### config.mk
export PLATFORM = sky130hd
export DESIGN_NAME = bdec_core
export DESIGN_NICKNAME = d
export VERILOG_FILES = /design/src/pkg/bdec_pkg.sv /design/src/hw/bdec_alu.sv /design/src/hw/bdec_core.sv
export VERILOG_INCLUDE_DIRS = /design/src /design/src/pkg
export SDC_FILE = /design/constraint.sdc
export NUM_CORES = 1
export LEC_CHECK = 0
export BUFFER_PORTS_ARGS = -buffer_cell sky130_fd_sc_hd__buf_2
export CORE_MARGIN = 10
export CORE_UTILIZATION = 56
export DETAILED_ROUTE_END_ITERATION = 6
export PLACE_DENSITY = 0.76
export SLEW_MARGIN = 0
export SYNTH_ARGS = -nofsm -noshare
export SYNTH_HDL_FRONTEND = slang
export SYNTH_SLANG_ARGS = --single-unit
### constraint.sdc
create_clock -name pclk -period 6 [get_ports pclk]
set_clock_uncertainty 0.2 [all_clocks]
set_input_delay 0.6 -clock pclk [delete_from_list [all_inputs] [get_ports pclk]]
set_output_delay 0.6 -clock pclk [all_outputs]
set_load 0.01 [all_outputs]
### src/pkg/bdec_params.svh
// constants for the byte-op instruction decoder
`ifndef BDEC_PARAMS_SVH
`define BDEC_PARAMS_SVH
// ----------------------------------------
// register offsets
// ----------------------------------------
`define BDEC_OFS_CTRL 8'h00
`define BDEC_OFS_STATUS 8'h04
`define BDEC_OFS_WORK 8'h08
`define BDEC_OFS_BANK 8'h0c
`define BDEC_OFS_PROD 8'h10
`define BDEC_OFS_PC 8'h14
// ----------------------------------------
// field positions
// ----------------------------------------
`define BDEC_CTRL_RUN 0
`define BDEC_CTRL_PSA 1
`define BDEC_ST_C 0
`define BDEC_ST_DC 1
`define BDEC_ST_Z 2
`define BDEC_ST_OV 3
`define BDEC_ST_N 4
// ----------------------------------------
// flag masks and reset values
// ----------------------------------------
`define BDEC_FL_ALL 5'h1f
`define BDEC_FL_ZN 5'h14
`define BDEC_FL_CZN 5'h15
`define BDEC_FL_Z 5'h04
`define BDEC_PC_RST 20'h00000
`define BDEC_CTRL_RST 2'h0
`define BDEC_SECOND_PFX 4'hf
`endif

### src/pkg/bdec_pkg.sv
// types for the byte-op instruction decoder
package bdec_pkg;
  typedef enum logic [2:0] {ST_IDLE, ST_FETCH, ST_PWAIT, ST_DECODE, ST_DWAIT, ST_EXEC}
    bdec_state_type;
  typedef enum logic [3:0] {ALU_ADD, ALU_AND, ALU_OR, ALU_XOR, ALU_RLC, ALU_RRC,
    ALU_RLN, ALU_RRN, ALU_SWAP} bdec_alu_op_type;
  typedef enum logic [1:0] {PEND_NONE, PEND_MOVE, PEND_JUMP, PEND_CALL} bdec_pend_type;
  typedef struct packed {
    logic psel;
    logic penable;
    logic pwrite;
    logic [7:0] paddr;
    logic [31:0] pwdata;
  } bdec_apb_in_type;
  typedef struct packed {
    logic we;
    logic [11:0] addr;
    logic [7:0] wdata;
  } bdec_dmem_req_type;
endpackage

### src/hw/bdec_alu.sv
// eight-bit alu of the byte-op decoder
module bdec_alu (
  input bdec_pkg::bdec_alu_op_type op,
  input logic [7:0] a,
  input logic [7:0] b,
  input logic cin,
  output logic [7:0] y,
  output logic c,
  output logic dc,
  output logic ov
);
  import bdec_pkg::*;
  // ----------------------------------------
  // adder with nibble carry
  // ----------------------------------------
  logic [8:0] sum;
  logic [4:0] half;
  assign sum = {1'b0, a} + {1'b0, b} + {8'h00, cin};
  assign half = {1'b0, a[3:0]} + {1'b0, b[3:0]} + {4'h0, cin};
  assign dc = half[4];
  assign ov = (a[7] == b[7]) && (sum[7] != a[7]);
  // operation select
  always_comb begin
    y = a | b;
    c = cin;
    case (op)
      ALU_ADD: begin
        y = sum[7:0];
        c = sum[8];
      end
      ALU_AND: y = a & b;
      ALU_XOR: y = a ^ b;
      ALU_RLC: begin
        y = {a[6:0], cin};
        c = a[7];
      end
      ALU_RRC: begin
        y = {cin, a[7:1]};
        c = a[0];
      end
      ALU_RLN: y = {a[6:0], a[7]};
      ALU_RRN: y = {a[0], a[7:1]};
      ALU_SWAP: y = {a[3:0], a[7:4]};
      default: y = a | b;
    endcase
  end
endmodule

### src/hw/bdec_core.sv
// byte-op instruction decoder and execution control with apb access
// Summary of operation
// RULE1: byte op: opcode high, destination bit 9, bank bit 8, address 7..0
// RULE2: destination 0 writes working register, 1 writes the file register
// RULE3: bank bit 0 uses access bank, 1 uses bank select register
// RULE4: file move: two words, two cycles, 12-bit source then destination, no flags
// RULE5: bit op: bit number 11..9, bank bit 8, address 7..0
// RULE6: literal op: 8-bit immediate in low byte, opcode in high byte
// RULE7: jump and call target: low byte from word one, high bits from word two
// RULE8: call first word carries fast bit into call and return logic
// RULE9: fast bit set saves or restores shadows, clear leaves them alone
// RULE10: branch always uses 11-bit offset, conditional branches 8-bit offset
// RULE11: branch offsets are signed and added to the program counter
// RULE12: add and add with carry: one cycle, update C DC Z OV N
// RULE13: or, and, xor, complement: one cycle, update only Z and N
// RULE14: compare less, equal, greater skip on condition, no flag change
// RULE15: decrement then skip on zero or nonzero, flags unchanged
// RULE16: increment then skip on zero or nonzero, flags unchanged
// RULE17: rotates through carry update C, Z and N
// RULE18: rotates without carry update Z and N only
// RULE19: three subtracts update C DC Z OV N
// RULE20: multiply takes one cycle and changes no flag
// RULE21: multiply product goes to product high and low bytes
// RULE22: port read-modify-write uses pin levels, not latch contents (negate at the port still uses dmem_rdata)
// RULE23: writing the timer-zero register clears its prescaler if assigned
// RULE24: pc change or true skip costs a second nop cycle; two-word skip costs three
// RULE25: an unconsumed second word executes as a nop
// RULE26: banked address is bank select low nibble above the 8-bit address
//
// Register access over APB and the register offsets were decided locally.
`include "bdec_params.svh"
module bdec_core #(
  parameter logic [11:0] PORT_ADDR = 12'hf80,
  parameter logic [11:0] TIMER_ADDR = 12'hf90,
  parameter logic [7:0] ACCESS_SPLIT = 8'h80,
  parameter int STACK_DEPTH = 8
) (
  input logic pclk,
  input logic presetn,
  input bdec_pkg::bdec_apb_in_type apb_in,
  output logic [31:0] prdata,
  output logic pready,
  output logic pslverr,
  output logic [19:0] prog_addr,
  input logic [15:0] instr_word,
  output bdec_pkg::bdec_dmem_req_type dmem_req,
  input logic [7:0] dmem_rdata,
  input logic [7:0] port_pins,
  output logic prescaler_clear
);
  import bdec_pkg::*;
  localparam int SPW = $clog2(STACK_DEPTH);
  // ----------------------------------------
  // state
  // ----------------------------------------
  bdec_state_type state_reg;
  bdec_pend_type pend_reg;
  logic [19:0] pc_reg, prog_addr_reg;
  logic [15:0] ir_reg, prod_reg;
  logic [7:0] w_reg, lit_lo_reg, move_reg, sh_w_reg;
  logic [4:0] status_reg, sh_status_reg;
  logic [3:0] bsr_reg, sh_bsr_reg;
  logic [1:0] ctrl_reg;
  logic fast_reg, skip_reg, bubble_reg, second_reg, presc_reg;
  logic [SPW-1:0] sp_reg;
  logic [19:0] stack_reg [STACK_DEPTH];
  logic [7:0] pin_meta_reg, pin_sync_reg;
  bdec_dmem_req_type dmem_reg;
  logic [31:0] prdata_reg;
  logic pready_reg, pslverr_reg;
  // access bank folds low addresses to bank 0, high ones to the last bank
  function automatic logic [11:0] file_addr(input logic [15:0] w, input logic [3:0] bs);
    file_addr = w[8] ? {bs, w[7:0]} :  // [RULE3] [RULE26]
      ((w[7:0] < ACCESS_SPLIT) ? {4'h0, w[7:0]} : {4'hf, w[7:0]});
  endfunction
  // ----------------------------------------
  // fetch side decode
  // ----------------------------------------
  wire nop_slot = skip_reg | bubble_reg;
  wire [15:0] word = nop_slot ? 16'h0000 : instr_word;
  wire is_second = (pend_reg != PEND_NONE) && !nop_slot &&
    (instr_word[15:12] == `BDEC_SECOND_PFX);
  wire move_first = word[15:12] == 4'hc;
  wire [11:0] dec_addr = is_second ? instr_word[11:0] :  // [RULE4]
    (move_first ? word[11:0] : file_addr(word, bsr_reg));  // [RULE1] [RULE5]
  // ----------------------------------------
  // execute side decode
  // ----------------------------------------
  wire exec = state_reg == ST_EXEC;
  wire [7:0] k = ir_reg[7:0];  // [RULE6]
  wire has_d = (ir_reg[15:12] >= 4'h1 && ir_reg[15:12] <= 4'h5) ||
    (ir_reg[15:10] == 6'b000001);
  wire bit_mod = ir_reg[15:12] == 4'h7 || ir_reg[15:13] == 3'b100;
  wire port_rmw = (dmem_reg.addr == PORT_ADDR) && ((has_d && ir_reg[9]) || bit_mod);
  wire [7:0] fv = port_rmw ? pin_sync_reg : dmem_rdata;  // [RULE22]
  wire [7:0] bmask = 8'h01 << ir_reg[11:9];  // [RULE5]
  wire c_in = status_reg[`BDEC_ST_C];
  wire op_bra = ir_reg[15:11] == 5'b11010;
  wire op_bcond = ir_reg[15:11] == 5'b11100;
  wire op_call = ir_reg[15:9] == 7'b1110110;
  wire op_absolute_jump = ir_reg[15:8] == 8'hef;
  wire op_ret = ir_reg[15:1] == 15'h0009;
  wire op_movlb = ir_reg[15:4] == 12'h001;
  wire op_mul = ir_reg[15:9] == 7'b0000001;
  wire [1:0] fsel = ir_reg[10:9];
  wire flag_pick = fsel == 2'd0 ? status_reg[`BDEC_ST_Z] :
    fsel == 2'd1 ? status_reg[`BDEC_ST_C] :
    fsel == 2'd2 ? status_reg[`BDEC_ST_OV] : status_reg[`BDEC_ST_N];
  wire br_take = flag_pick ^ ir_reg[8];
  wire [19:0] off11 = {{9{ir_reg[10]}}, ir_reg[10:0]};  // [RULE10] [RULE11]
  wire [19:0] off8 = {{12{ir_reg[7]}}, ir_reg[7:0]};  // [RULE10] [RULE11]
  bdec_alu_op_type aop;
  logic [7:0] aa, ab, alu_y;
  logic acin, wr, dest_f, skip_t, alu_c, alu_dc, alu_ov;
  logic [4:0] fmask;
  // per-opcode alu setup, write-back and skip test
  always_comb begin
    aop = ALU_OR;
    aa = fv;
    ab = 8'h00;
    acin = 1'b0;
    fmask = 5'h00;
    wr = 1'b0;
    dest_f = ir_reg[9];  // [RULE2]
    skip_t = 1'b0;
    casez (ir_reg[15:8])
      8'b0010_00??, 8'b0010_01??: begin
        aop = ALU_ADD;
        ab = w_reg;
        acin = ir_reg[10] ? 1'b0 : c_in;
        fmask = `BDEC_FL_ALL;  // [RULE12]
        wr = 1'b1;
      end
      8'b0001_????: begin
        aop = ir_reg[11:10] == 2'd0 ? ALU_OR : ir_reg[11:10] == 2'd1 ? ALU_AND : ALU_XOR;
        ab = ir_reg[11:10] == 2'd3 ? 8'hff : w_reg;
        fmask = `BDEC_FL_ZN;  // [RULE13]
        wr = 1'b1;
      end
      8'b0110_000?, 8'b0110_001?, 8'b0110_010?: begin
        aop = ALU_ADD;
        ab = ~w_reg;
        acin = 1'b1;
        skip_t = ir_reg[10:9] == 2'd0 ? !alu_c :  // [RULE14]
          ir_reg[10:9] == 2'd1 ? alu_y == 8'h00 : alu_c && alu_y != 8'h00;
      end
      8'b0000_01??, 8'b0010_11??, 8'b0100_11??: begin
        aop = ALU_ADD;
        ab = 8'hff;
        wr = 1'b1;
        fmask = ir_reg[15:12] == 4'h0 ? `BDEC_FL_ALL : 5'h00;  // [RULE15]
        skip_t = ir_reg[14] ? alu_y != 8'h00 : ir_reg[13] && alu_y == 8'h00;  // [RULE15]
      end
      8'b0010_10??, 8'b0011_11??, 8'b0100_10??: begin
        aop = ALU_ADD;
        acin = 1'b1;
        wr = 1'b1;
        fmask = ir_reg[13:12] == 2'd2 ? `BDEC_FL_ALL : 5'h00;  // [RULE16]
        skip_t = ir_reg[14] ? alu_y != 8'h00 : ir_reg[12] && alu_y == 8'h00;  // [RULE16]
      end
      8'b0011_00??, 8'b0011_01??: begin
        aop = ir_reg[10] ? ALU_RLC : ALU_RRC;
        acin = c_in;
        fmask = `BDEC_FL_CZN;  // [RULE17]
        wr = 1'b1;
      end
      8'b0100_00??, 8'b0100_01??: begin
        aop = ir_reg[10] ? ALU_RLN : ALU_RRN;
        fmask = `BDEC_FL_ZN;  // [RULE18]
        wr = 1'b1;
      end
      8'b0101_00??: begin
        fmask = `BDEC_FL_ZN;
        wr = 1'b1;
      end
      8'b0101_01??, 8'b0101_10??, 8'b0101_11??: begin
        aop = ALU_ADD;
        aa = ir_reg[11:10] == 2'd1 ? w_reg : fv;
        ab = ir_reg[11:10] == 2'd1 ? ~fv : ~w_reg;
        acin = ir_reg[11:10] == 2'd3 ? 1'b1 : c_in;
        fmask = `BDEC_FL_ALL;  // [RULE19]
        wr = 1'b1;
      end
      8'b0011_10??: begin
        aop = ALU_SWAP;
        wr = 1'b1;
      end
      8'b0110_011?: skip_t = fv == 8'h00;
      8'b0110_1???: begin
        dest_f = 1'b1;
        wr = 1'b1;
        aop = ir_reg[10:9] == 2'd1 ? ALU_AND : ALU_OR;
        aa = ir_reg[10:9] == 2'd2 ? ~fv : (ir_reg[10:9] == 2'd3 ? 8'h00 : fv);
        ab = ir_reg[10:9] == 2'd0 ? 8'hff : (ir_reg[10:9] == 2'd3 ? w_reg : 8'h00);
        if (ir_reg[10:9] == 2'd2) begin
          aop = ALU_ADD;
          acin = 1'b1;
          fmask = `BDEC_FL_ALL;
        end
        if (ir_reg[10:9] == 2'd1) fmask = `BDEC_FL_Z;
      end
      8'b0111_????, 8'b1000_????, 8'b1001_????: begin
        dest_f = 1'b1;
        wr = 1'b1;
        aop = ir_reg[15] ? (ir_reg[12] ? ALU_AND : ALU_OR) : ALU_XOR;
        ab = ir_reg[12] ? ~bmask : bmask;
      end
      8'b1010_????, 8'b1011_????: skip_t = ((fv & bmask) == 8'h00) == ir_reg[12];
      8'h0e: begin
        aa = k;  // [RULE6]
        dest_f = 1'b0;
        wr = 1'b1;
      end
      default: wr = 1'b0;
    endcase
  end
  bdec_alu u_alu (
    .op(aop),
    .a(aa),
    .b(ab),
    .cin(acin),
    .y(alu_y),
    .c(alu_c),
    .dc(alu_dc),
    .ov(alu_ov)
  );
  wire [4:0] fnew = {alu_y[7], alu_ov, alu_y == 8'h00, alu_dc, alu_c};
  wire alu_exec = exec && !second_reg && wr;
  wire file_wr = alu_exec && dest_f;
  wire move_wr = exec && second_reg && pend_reg == PEND_MOVE;
  // ----------------------------------------
  // apb slave, one wait state
  // ----------------------------------------
  wire apb_acc = apb_in.psel && apb_in.penable;
  wire apb_wr = apb_acc && pready_reg && apb_in.pwrite;
  wire idle = state_reg == ST_IDLE;
  wire [7:0] pa = apb_in.paddr;
  wire hit = pa == `BDEC_OFS_CTRL || pa == `BDEC_OFS_STATUS || pa == `BDEC_OFS_WORK ||
    pa == `BDEC_OFS_BANK || pa == `BDEC_OFS_PROD || pa == `BDEC_OFS_PC;
  wire [31:0] rd_val = pa == `BDEC_OFS_CTRL ? {30'h0, ctrl_reg} :
    pa == `BDEC_OFS_STATUS ? {27'h0, status_reg} :
    pa == `BDEC_OFS_WORK ? {24'h0, w_reg} :
    pa == `BDEC_OFS_BANK ? {28'h0, bsr_reg} :
    pa == `BDEC_OFS_PROD ? {16'h0, prod_reg} :
    pa == `BDEC_OFS_PC ? {12'h0, pc_reg} : 32'h0;
  // bus answer registers
  always_ff @(posedge pclk or negedge presetn) begin
    if (!presetn) begin
      pready_reg <= 1'b0;
      prdata_reg <= 32'h0;
      pslverr_reg <= 1'b0;
    end else begin
      pready_reg <= apb_acc && !pready_reg;
      if (apb_acc && !pready_reg) begin
        prdata_reg <= rd_val;
        pslverr_reg <= !hit;
      end
    end
  end
  // pin synchroniser
  always_ff @(posedge pclk or negedge presetn) begin
    if (!presetn) begin
      pin_meta_reg <= 8'h00;
      pin_sync_reg <= 8'h00;
    end else begin
      pin_meta_reg <= port_pins;
      pin_sync_reg <= pin_meta_reg;
    end
  end
  // ----------------------------------------
  // sequencer and architectural registers
  // ----------------------------------------
  always_ff @(posedge pclk or negedge presetn) begin
    if (!presetn) begin
      state_reg <= ST_IDLE;
      pend_reg <= PEND_NONE;
      pc_reg <= `BDEC_PC_RST;
      prog_addr_reg <= `BDEC_PC_RST;
      ir_reg <= 16'h0000;
      prod_reg <= 16'h0000;
      w_reg <= 8'h00;
      lit_lo_reg <= 8'h00;
      move_reg <= 8'h00;
      sh_w_reg <= 8'h00;
      status_reg <= 5'h00;
      sh_status_reg <= 5'h00;
      bsr_reg <= 4'h0;
      sh_bsr_reg <= 4'h0;
      ctrl_reg <= `BDEC_CTRL_RST;
      fast_reg <= 1'b0;
      skip_reg <= 1'b0;
      bubble_reg <= 1'b0;
      second_reg <= 1'b0;
      presc_reg <= 1'b0;
      sp_reg <= '0;
      dmem_reg <= '0;
    end else begin
      dmem_reg.we <= 1'b0;
      presc_reg <= 1'b0;
      if (apb_wr && pa == `BDEC_OFS_CTRL) ctrl_reg <= apb_in.pwdata[1:0];
      if (apb_wr && idle && pa == `BDEC_OFS_STATUS) status_reg <= apb_in.pwdata[4:0];
      if (apb_wr && idle && pa == `BDEC_OFS_WORK) w_reg <= apb_in.pwdata[7:0];
      if (apb_wr && idle && pa == `BDEC_OFS_BANK) bsr_reg <= apb_in.pwdata[3:0];
      case (state_reg)
        ST_IDLE: if (ctrl_reg[`BDEC_CTRL_RUN]) state_reg <= ST_FETCH;
        ST_FETCH: begin
          prog_addr_reg <= pc_reg;
          state_reg <= ST_PWAIT;
        end
        ST_PWAIT: state_reg <= ST_DECODE;
        ST_DECODE: begin
          ir_reg <= word;  // [RULE24]
          second_reg <= is_second;
          if (!is_second) pend_reg <= PEND_NONE;  // [RULE25]
          if (!bubble_reg) pc_reg <= pc_reg + 20'h1;
          skip_reg <= 1'b0;
          bubble_reg <= 1'b0;
          dmem_reg.addr <= dec_addr;
          state_reg <= ST_DWAIT;
        end
        ST_DWAIT: state_reg <= ST_EXEC;
        ST_EXEC: begin
          state_reg <= ctrl_reg[`BDEC_CTRL_RUN] ? ST_FETCH : ST_IDLE;
          if (second_reg) begin
            pend_reg <= PEND_NONE;
            if (pend_reg == PEND_MOVE) begin
              dmem_reg.we <= 1'b1;  // [RULE4]
              dmem_reg.wdata <= move_reg;
            end
            if (pend_reg != PEND_MOVE) pc_reg <= {ir_reg[11:0], lit_lo_reg};  // [RULE7]
            if (pend_reg == PEND_CALL) begin
              stack_reg[sp_reg] <= pc_reg;
              sp_reg <= sp_reg + 1'b1;
            end
            if (pend_reg == PEND_CALL && fast_reg) begin
              sh_w_reg <= w_reg;  // [RULE9]
              sh_status_reg <= status_reg;
              sh_bsr_reg <= bsr_reg;
            end
          end else begin
            if (ir_reg[15:12] == 4'hc) begin
              move_reg <= dmem_rdata;
              pend_reg <= PEND_MOVE;
            end
            if (op_absolute_jump || op_call) begin
              lit_lo_reg <= k;  // [RULE7]
              fast_reg <= op_call && ir_reg[8];  // [RULE8]
              pend_reg <= op_absolute_jump ? PEND_JUMP : PEND_CALL;
            end
            if (op_bra || (op_bcond && br_take)) begin
              pc_reg <= pc_reg + (op_bra ? off11 : off8);  // [RULE10] [RULE11]
              bubble_reg <= 1'b1;  // [RULE24]
            end
            if (op_ret) begin
              pc_reg <= stack_reg[sp_reg - 1'b1];
              sp_reg <= sp_reg - 1'b1;
              bubble_reg <= 1'b1;
            end
            if (op_ret && ir_reg[0]) begin
              w_reg <= sh_w_reg;  // [RULE9]
              status_reg <= sh_status_reg;
              bsr_reg <= sh_bsr_reg;
            end
            if (op_movlb) bsr_reg <= ir_reg[3:0];
            if (op_mul) prod_reg <= {8'h00, fv} * {8'h00, w_reg};  // [RULE20] [RULE21]
            if (wr) begin
              status_reg <= (status_reg & ~fmask) | (fnew & fmask);
              if (dest_f) begin
                dmem_reg.we <= 1'b1;  // [RULE2]
                dmem_reg.wdata <= alu_y;
              end else begin
                w_reg <= alu_y;  // [RULE2]
              end
            end
            skip_reg <= skip_t;  // [RULE24]
          end
          if ((file_wr || move_wr) && dmem_reg.addr == TIMER_ADDR)
            presc_reg <= ctrl_reg[`BDEC_CTRL_PSA];  // [RULE23]
        end
        default: state_reg <= ST_IDLE;
      endcase
    end
  end
  // output drive
  assign prdata = prdata_reg;
  assign pready = pready_reg;
  assign pslverr = pslverr_reg;
  assign prog_addr = prog_addr_reg;
  assign dmem_req = dmem_reg;
  assign prescaler_clear = presc_reg;
endmodule

== Yosys cells after proc, flatten, opt, wreduce, memory -nomap -nowiden ==
Memories as Yosys holds them, arrays and structs flattened.
Cells that the tools add are included.
Widths: inputs -> output; s select.

* $lt $le $gt $ge: 3
* $add $sub $neg: 8
* Equality and inequality tests: 81
* Multiplexer cells: 108
* Bitwise logic cells: 14
* $mul: 1
* Reduce and logical (&&, ||, !) cells: 85
* Shift operators: 1

{| class="wikitable"
|+ Operators with widths
! cell !! count
|-
| $mux 20 || 12
|-
| $mux 8 || 19
|-
| $pmux 8 s8 || 1
|-
| $pmux 8 s7 || 1
|-
| $eq 6x4->1 const B || 8
|-
| $eq 6x5->1 const B || 8
|-
| $mux 12 || 4
|-
| $mux 5 || 9
|-
| $pmux 20 s2 || 1
|-
| $eq 4x4->1 const B || 8
|-
| $logic_not 8->1 || 4
|-
| $mux 1 || 30
|-
| $pmux 5 s6 || 1
|-
| $logic_and 1x1->1 || 29
|-
| $eq 7x6->1 const B || 4
|-
| $pmux 4 s7 || 1
|-
| $eq 12x12->1 const B || 2
|-
| $eq 8x4->1 const B || 3
|-
| $not 8->8 || 3
|-
| $pmux 8 s3 || 1
|-
| $reduce_or 23->1 || 1
|-
| $reduce_and 3->1 || 7
|-
| $add 20x1->20 const B || 1
|-
| $add 20x20->20 || 1
|-
| 69 further kinds || 142
|}

* Bits in registers: 208
* Memory bits (writable): 160
* Output and inout port bits: 76
* Memories: 1
* Word-level logic and storage cells: 331
* Input bits: 77

{| class="wikitable"
|+ Memories
! memory !! words !! width !! read ports !! clocked after Yosys merged registers in !! wr ports !! line !! source
|-
| stack_reg || 8 || 20 || 1 || 0 || 1 || bdec_core.sv:66 || <nowiki>logic [19:0] stack_reg [STACK_DEPTH];</nowiki>
|}

== Depth between registers and ports, before layout ==
* Depth in word-level cells: 20
* Gate-level depth with buffers: 27
* Depth with buffers taken out: 25

== Cells and area by module ==
Synthesis repeated with hierarchy kept, for this count alone.

* Cell total of the unflattened synthesis: 1967
* Area, all modules: 21156.5 µm²

{| class="wikitable"
|+ By module, submodules not included
! module !! seq. area each (µm²) !! area an instance (µm²) !! cells an instance !! instances
|-
| bdec_core || 9709.3 || 19987.9 || 1784 || 1
|-
| bdec_alu || 0.0 || 1168.6 || 183 || 1
|}

== Worst setup path after synthesis ==
OpenSTA, ideal clock, no wires.

* Kind: register to register
* From: register ir_reg[13]
* To: register prod_reg[15]
* Stages on the path, launching flop included: 25
* Setup slack: -0.126 ns
* Setup time: 0.137 ns
* Path buffers: 2
* Required time: 5.663 ns
* Arrival time: 5.789 ns
* Period minus slack after synthesis: 6.126 ns
* Path through: dfrtp_1 buf_6 o21a_1 a211o_4 a211oi_1 mux2_2 clkbuf_1 and2_1 fa_1 fa_1 inv_1 fa_1 fa_1 inv_1 ha_1 o21ai_0 a21boi_0 o21ai_0 a21boi_0 o21ai_0 a21oi_1 o21ai_0 a21oi_1 xnor2_1 o21ai_0

* Cells in the longest elaborated chain, start to end: 8
* Elaborated cells between the ends (all ways): 15
* Classes of those cells: mul (1); order compare (2); eq/ne (4); mux (1); reduce/logical (7)

{| class="wikitable"
|+ Ends and longest elaborated chain
! what !! line !! source
|-
| start, declared || bdec_core.sv:59 || <nowiki>logic [15:0] ir_reg, prod_reg;</nowiki>
|-
| start signal, assigned || bdec_core.sv:312 || <nowiki>ir_reg <= word;</nowiki>
|-
| $ge 4x1->1 or $le 4x3->1 (tied branches) || bdec_core.sv:91 || <nowiki>wire has_d = (ir_reg[15:12] >= 4'h1 && ir_reg[15:12] <= 4'h5) ||</nowiki>
|-
| $logic_and 1x1->1 || bdec_core.sv:91 ||
|-
| $logic_or 1x1->1 || bdec_core.sv:91 ||
|-
| $logic_and 1x1->1 || bdec_core.sv:94 || <nowiki>wire port_rmw = (dmem_reg.addr == PORT_ADDR) && ((has_d && ir_reg[9]) || bit_mod);</nowiki>
|-
| $logic_or 1x1->1 || bdec_core.sv:94 ||
|-
| $logic_and 1x1->1 || bdec_core.sv:94 ||
|-
| $mux 8 || bdec_core.sv:95 || <nowiki>wire [7:0] fv = port_rmw ? pin_sync_reg : dmem_rdata;</nowiki>
|-
| $mul 8x8->16 || bdec_core.sv:365 || <nowiki>if (op_mul) prod_reg <= {8'h00, fv} * {8'h00, w_reg};</nowiki>
|-
| end signal, assigned || bdec_core.sv:365 ||
|-
| end, declared || bdec_core.sv:59 ||
|}

Parallel ways exist; a longest one is shown, timed or not.
A chain may end at the register's enable or synchronous reset.

== Worst setup path in the final report ==
* From: register dmem_reg (netlist bit dmem_req[10])
* To: register prod_reg[14]

* Cells in the longest elaborated chain, start to end: 4

{| class="wikitable"
|+ Ends and longest elaborated chain
! what !! line !! source
|-
| start, declared || bdec_core.sv:68 || <nowiki>bdec_dmem_req_type dmem_reg;</nowiki>
|-
| $eq 12x12->1 || bdec_core.sv:94 ||
|-
| $logic_and 1x1->1 || bdec_core.sv:94 ||
|-
| $mux 8 || bdec_core.sv:95 ||
|-
| $mul 8x8->16 || bdec_core.sv:365 ||
|}

Every way passes these cells.

==> reports/results.tsv <==
stage	metric	value	unit
floorplanning	initial_utilization	56.47	%
logic_synthesis	syn_avg_cell_area	10.72	um2
sta	relSlewSlack	26.01	%
sta	finalCritPeriodShare	97.74	%
sta	fmaxAchievable	0.1705	GHz
pwr	clock_power_share	14.3	%
pwr	switchingPower	7021	uW
placement	gp_congestion	0.9745	
clocking	path_clk_slew	0.06	ns
sta	tightestPinTransition	1.107	ns
critical_path	rrSetupSlack	0.14	ns
global_route	grt.total_usage	27.23	%
critical_path	timing.rr.start	dmem_req[10]	
logic_synthesis	ys_ff_latch	356	
route	drc	0	
hold_path	hold_depth	2	
final_layout	final_nets	2379	
clocking	cts_tree	built	
route	wire_per_inst	23.70	um
pwr	powerDensity	647.5	mW/mm2
global_route	grt_antenna_before_repair	0	
sta	slew_viol_final	0	
route	dr.pass1.iters	6	
critical_path	crit_type	reg2reg	
critical_path	crit_fanout	6	
floorplanning	die_w	214.2	um
critical_path	start_kind	register	
clocking	clock_latency	0.59	ns
critical_path	crit_path_end_kind	register	
pwr	finalPower	16000	uW
logic_synthesis	synthCells	1971	
final_layout	antenna_cells	0	
clocking	clockBufferDepth	3	
global_route	grt_max_degree	131	
route	antenna_left	0	
pwr	p_leak	0.01071	uW
final_layout	area_growth	17.01	%
logic_synthesis	synth_warnings	0	
logic_synthesis	ys_top_cells_by_area	dfrtp_1 23%, edfxtp_1 23%, ha_1 4.7%, mux4_2 4.3%, mux2_2 3.8%	
placement	dp_hpwl	45560	um
global_route	grt_pass1_wl	98300	um
route	vias_per_cell	6.307	
pwr	p_sw_share	43.88	%
floorplanning	die_y	214.2	um
hold_path	hold_path.class	in2reg	
pwr	power.internal	8979	uW
critical_path	r2r_cells	24	
floorplanning	io_pins	153	
clocking	cts_root_buf	clkbuf_16	
sta	fin_crit	5.865	ns
sta	setup_violations	0	
route	first_iter_violations	2032	
sta	whs	0.08005	ns
floorplanning	fp-row-count	71	
final_layout	largest_register_ff_count	160	
status	status	completed	
logic_synthesis	dominantRegCellSynth	dfrtp_1	
floorplanning	core	0.03740	mm2
logic_synthesis	synth_top_area_share	23.22	%
hold_path	holdCritStartpoint	instr_word[1]	
clocking	numCtsBuffers	39	
placement	io_buffers	116	
floorplanning	die_area	0.04588	mm2
logic_synthesis	synth_edf_count	160	
hold_path	holdPathEnd	ir_reg[1]	
placement	place_area	0.02298	mm2
logic_synthesis	yosysSeqAreaShare	45.97	%
job	drv_cap	0	
final_layout	final_cell_area	0.02471	mm2
clocking	cts.sinks	356	
pwr	combPwrFrac	63.7	%
logic_synthesis	ys_types	96	
sta	hold_viol	0	
final_layout	final_util	66.08	%
route	vias	17150	
sta	rsz0062_at_grt	true	
global_route	grt_overflow	0	
logic_synthesis	syn-cell-area	0.02112	mm2
logic_synthesis	async_flop_share	55.06	%
critical_path	crit_arrival	6.09	ns
critical_path	timing.rr.end	prod_reg[14]	
clocking	h-tree-depth	2	
logic_synthesis	yosys.area.top_type	dfrtp_1	
pwr	power.share.sequential	22.1	%
route	drt-total-wl	64470	um
critical_path	critical_path_required	6.23	ns
final_layout	drive_above_1_share	24.35	%
pwr	ir_worst_vdd	0.0008366	V
global_route	grt_pass1_vias	17080	
## critical path, stage by stage (launching register included)
cell and delay, ns:
dfrtp_1 0.41, nor4bb_4 0.33, buf_4 0.17, nand3_4 0.07, buf_6 0.13, buf_4 0.13
a211o_4 0.29, buf_4 0.17, a21o_1 0.22, nand2_1 0.10, fa_1 0.45, fa_1 0.51
inv_2 0.04, fa_1 0.55, fa_1 0.42, ha_1 0.30, buf_4 0.16, a21oi_4 0.13
o21ai_2 0.08, a21oi_2 0.18, nand2b_4 0.15, a21oi_2 0.06, o211ai_1 0.20, xor2_1 0.17
o21ai_1 0.07
## power groups by stage
stage                     registers [uW]  logic, uW  clock network, uW
after detailed placement            3540       8730                  0
after global placement              3520       8530                  0
after floorplan                     3290       5610                  0
after CTS                           3500       9240               2300
after global routing                3560      11100               2390
final                               3530      10200               2280
## Yosys cell counts, drive strengths merged, types with 25 or more instances
cell / instances
inv: 98
mux4: 40
mux2i: 56
nand3: 45
nor3: 29
ha: 80
o21ai: 117
a21oi: 114
nor2: 120
dfrtp: 196
mux2: 75
xnor2: 27
and2: 40
buf: 40
nand2: 214
a22oi: 31
edfxtp: 160
a31oi: 25
fa: 39
clkbuf: 86
## worst max path at each step
| stage | to | cells after the start | slack (ns) | start |
|---|---|---|---|---|
| 5_1_grt | prod_reg[13] | 29 | -0.11 | dmem_req[10] |
| 3_3_place_gp | prod_reg[15] | 20 | -0.26 | dmem_req[14] |
| 2_1_floorplan | prod_reg[15] | 24 | 0.003 | ir_reg[13] |
| 3_5_place_dp | prod_reg[15] | 21 | -0.51 | dmem_req[9] |
| 4_1_cts | prod_reg[14] | 23 | 0.002 | dmem_req[8] |
| 6_report | prod_reg[14] | 24 | 0.14 | dmem_req[10] |
## layout by cell type (no fill, tap or decap), types with 23 or more instances in the layout
cell type	instances
edfxtp_1	160
inv_1	93
mux4_2	40
buf_2	115
mux2_2	68
mux2i_1	51
a21oi_1	107
ha_1	78
a22oi_1	31
dfrtp_1	194
and2_1	38
nor3_1	26
a31oi_1	24
nand2_1	213
fa_1	35
a22o_1	23
nand3_1	43
nor2_1	112
xnor2_1	27
clkbuf_16	39
o21ai_0	103
buf_4	152
## kinds of logic after synthesis
family | synth area share, %
AND/OR/NAND/NOR | 13.12
AO/OA/AOI/OAI | 15.06
flip-flops | 45.97
buffers and inverters | 4.354
multiplexers | 11.02
adder cells (fa/ha/maj) | 8.436
XOR/XNOR | 2.014
other | 0.01776
## final cells by class
cell class	instances	area, um2
fillers	2849	12690
multi-input cells	1401	10850
flip-flops and latches	356	9712
repair buffers	286	1939
clock buffers	49	1044
well taps	511	639.4
inverters	99	371.6
clock inverters	18	158.9
## per-stage QoR
step,instances,TNS (ns),worst slack (ns)
after floorplan,1982,0,0.002820
after CTS,2707,0,0.001898
after detailed placement,2625,-1.989,-0.5053
final,2720,0,0.1355
after global placement,2625,-0.8688,-0.2647
after global routing,2720,-0.2711,-0.1058
## per-layer routing
metal | global-route usage [%] | up-vias | share of wire (%)
met1 | 33.19 | 8499 | 38
met3 | 4.457 | 183 | 7.4
met4 | 10.90 | 0 | 4.0
met2 | 47.37 | 840 | 51
li1 | - | 7632 | -
met5 | 0 | - | 0
## what timing repair did
| item | in CTS | in global routing |
|---|---|---|
| setup endpoints to repair | 8 | 9 |
| hold buffers | 9 | 0 |
| pin swaps | 12 | 41 |
| setup buffers | 6 | 13 |
| hold endpoints to repair | 74 | 0 |
| resized for setup | 30 | 50 |
Note: power is estimated with default switching activity, not from simulation.
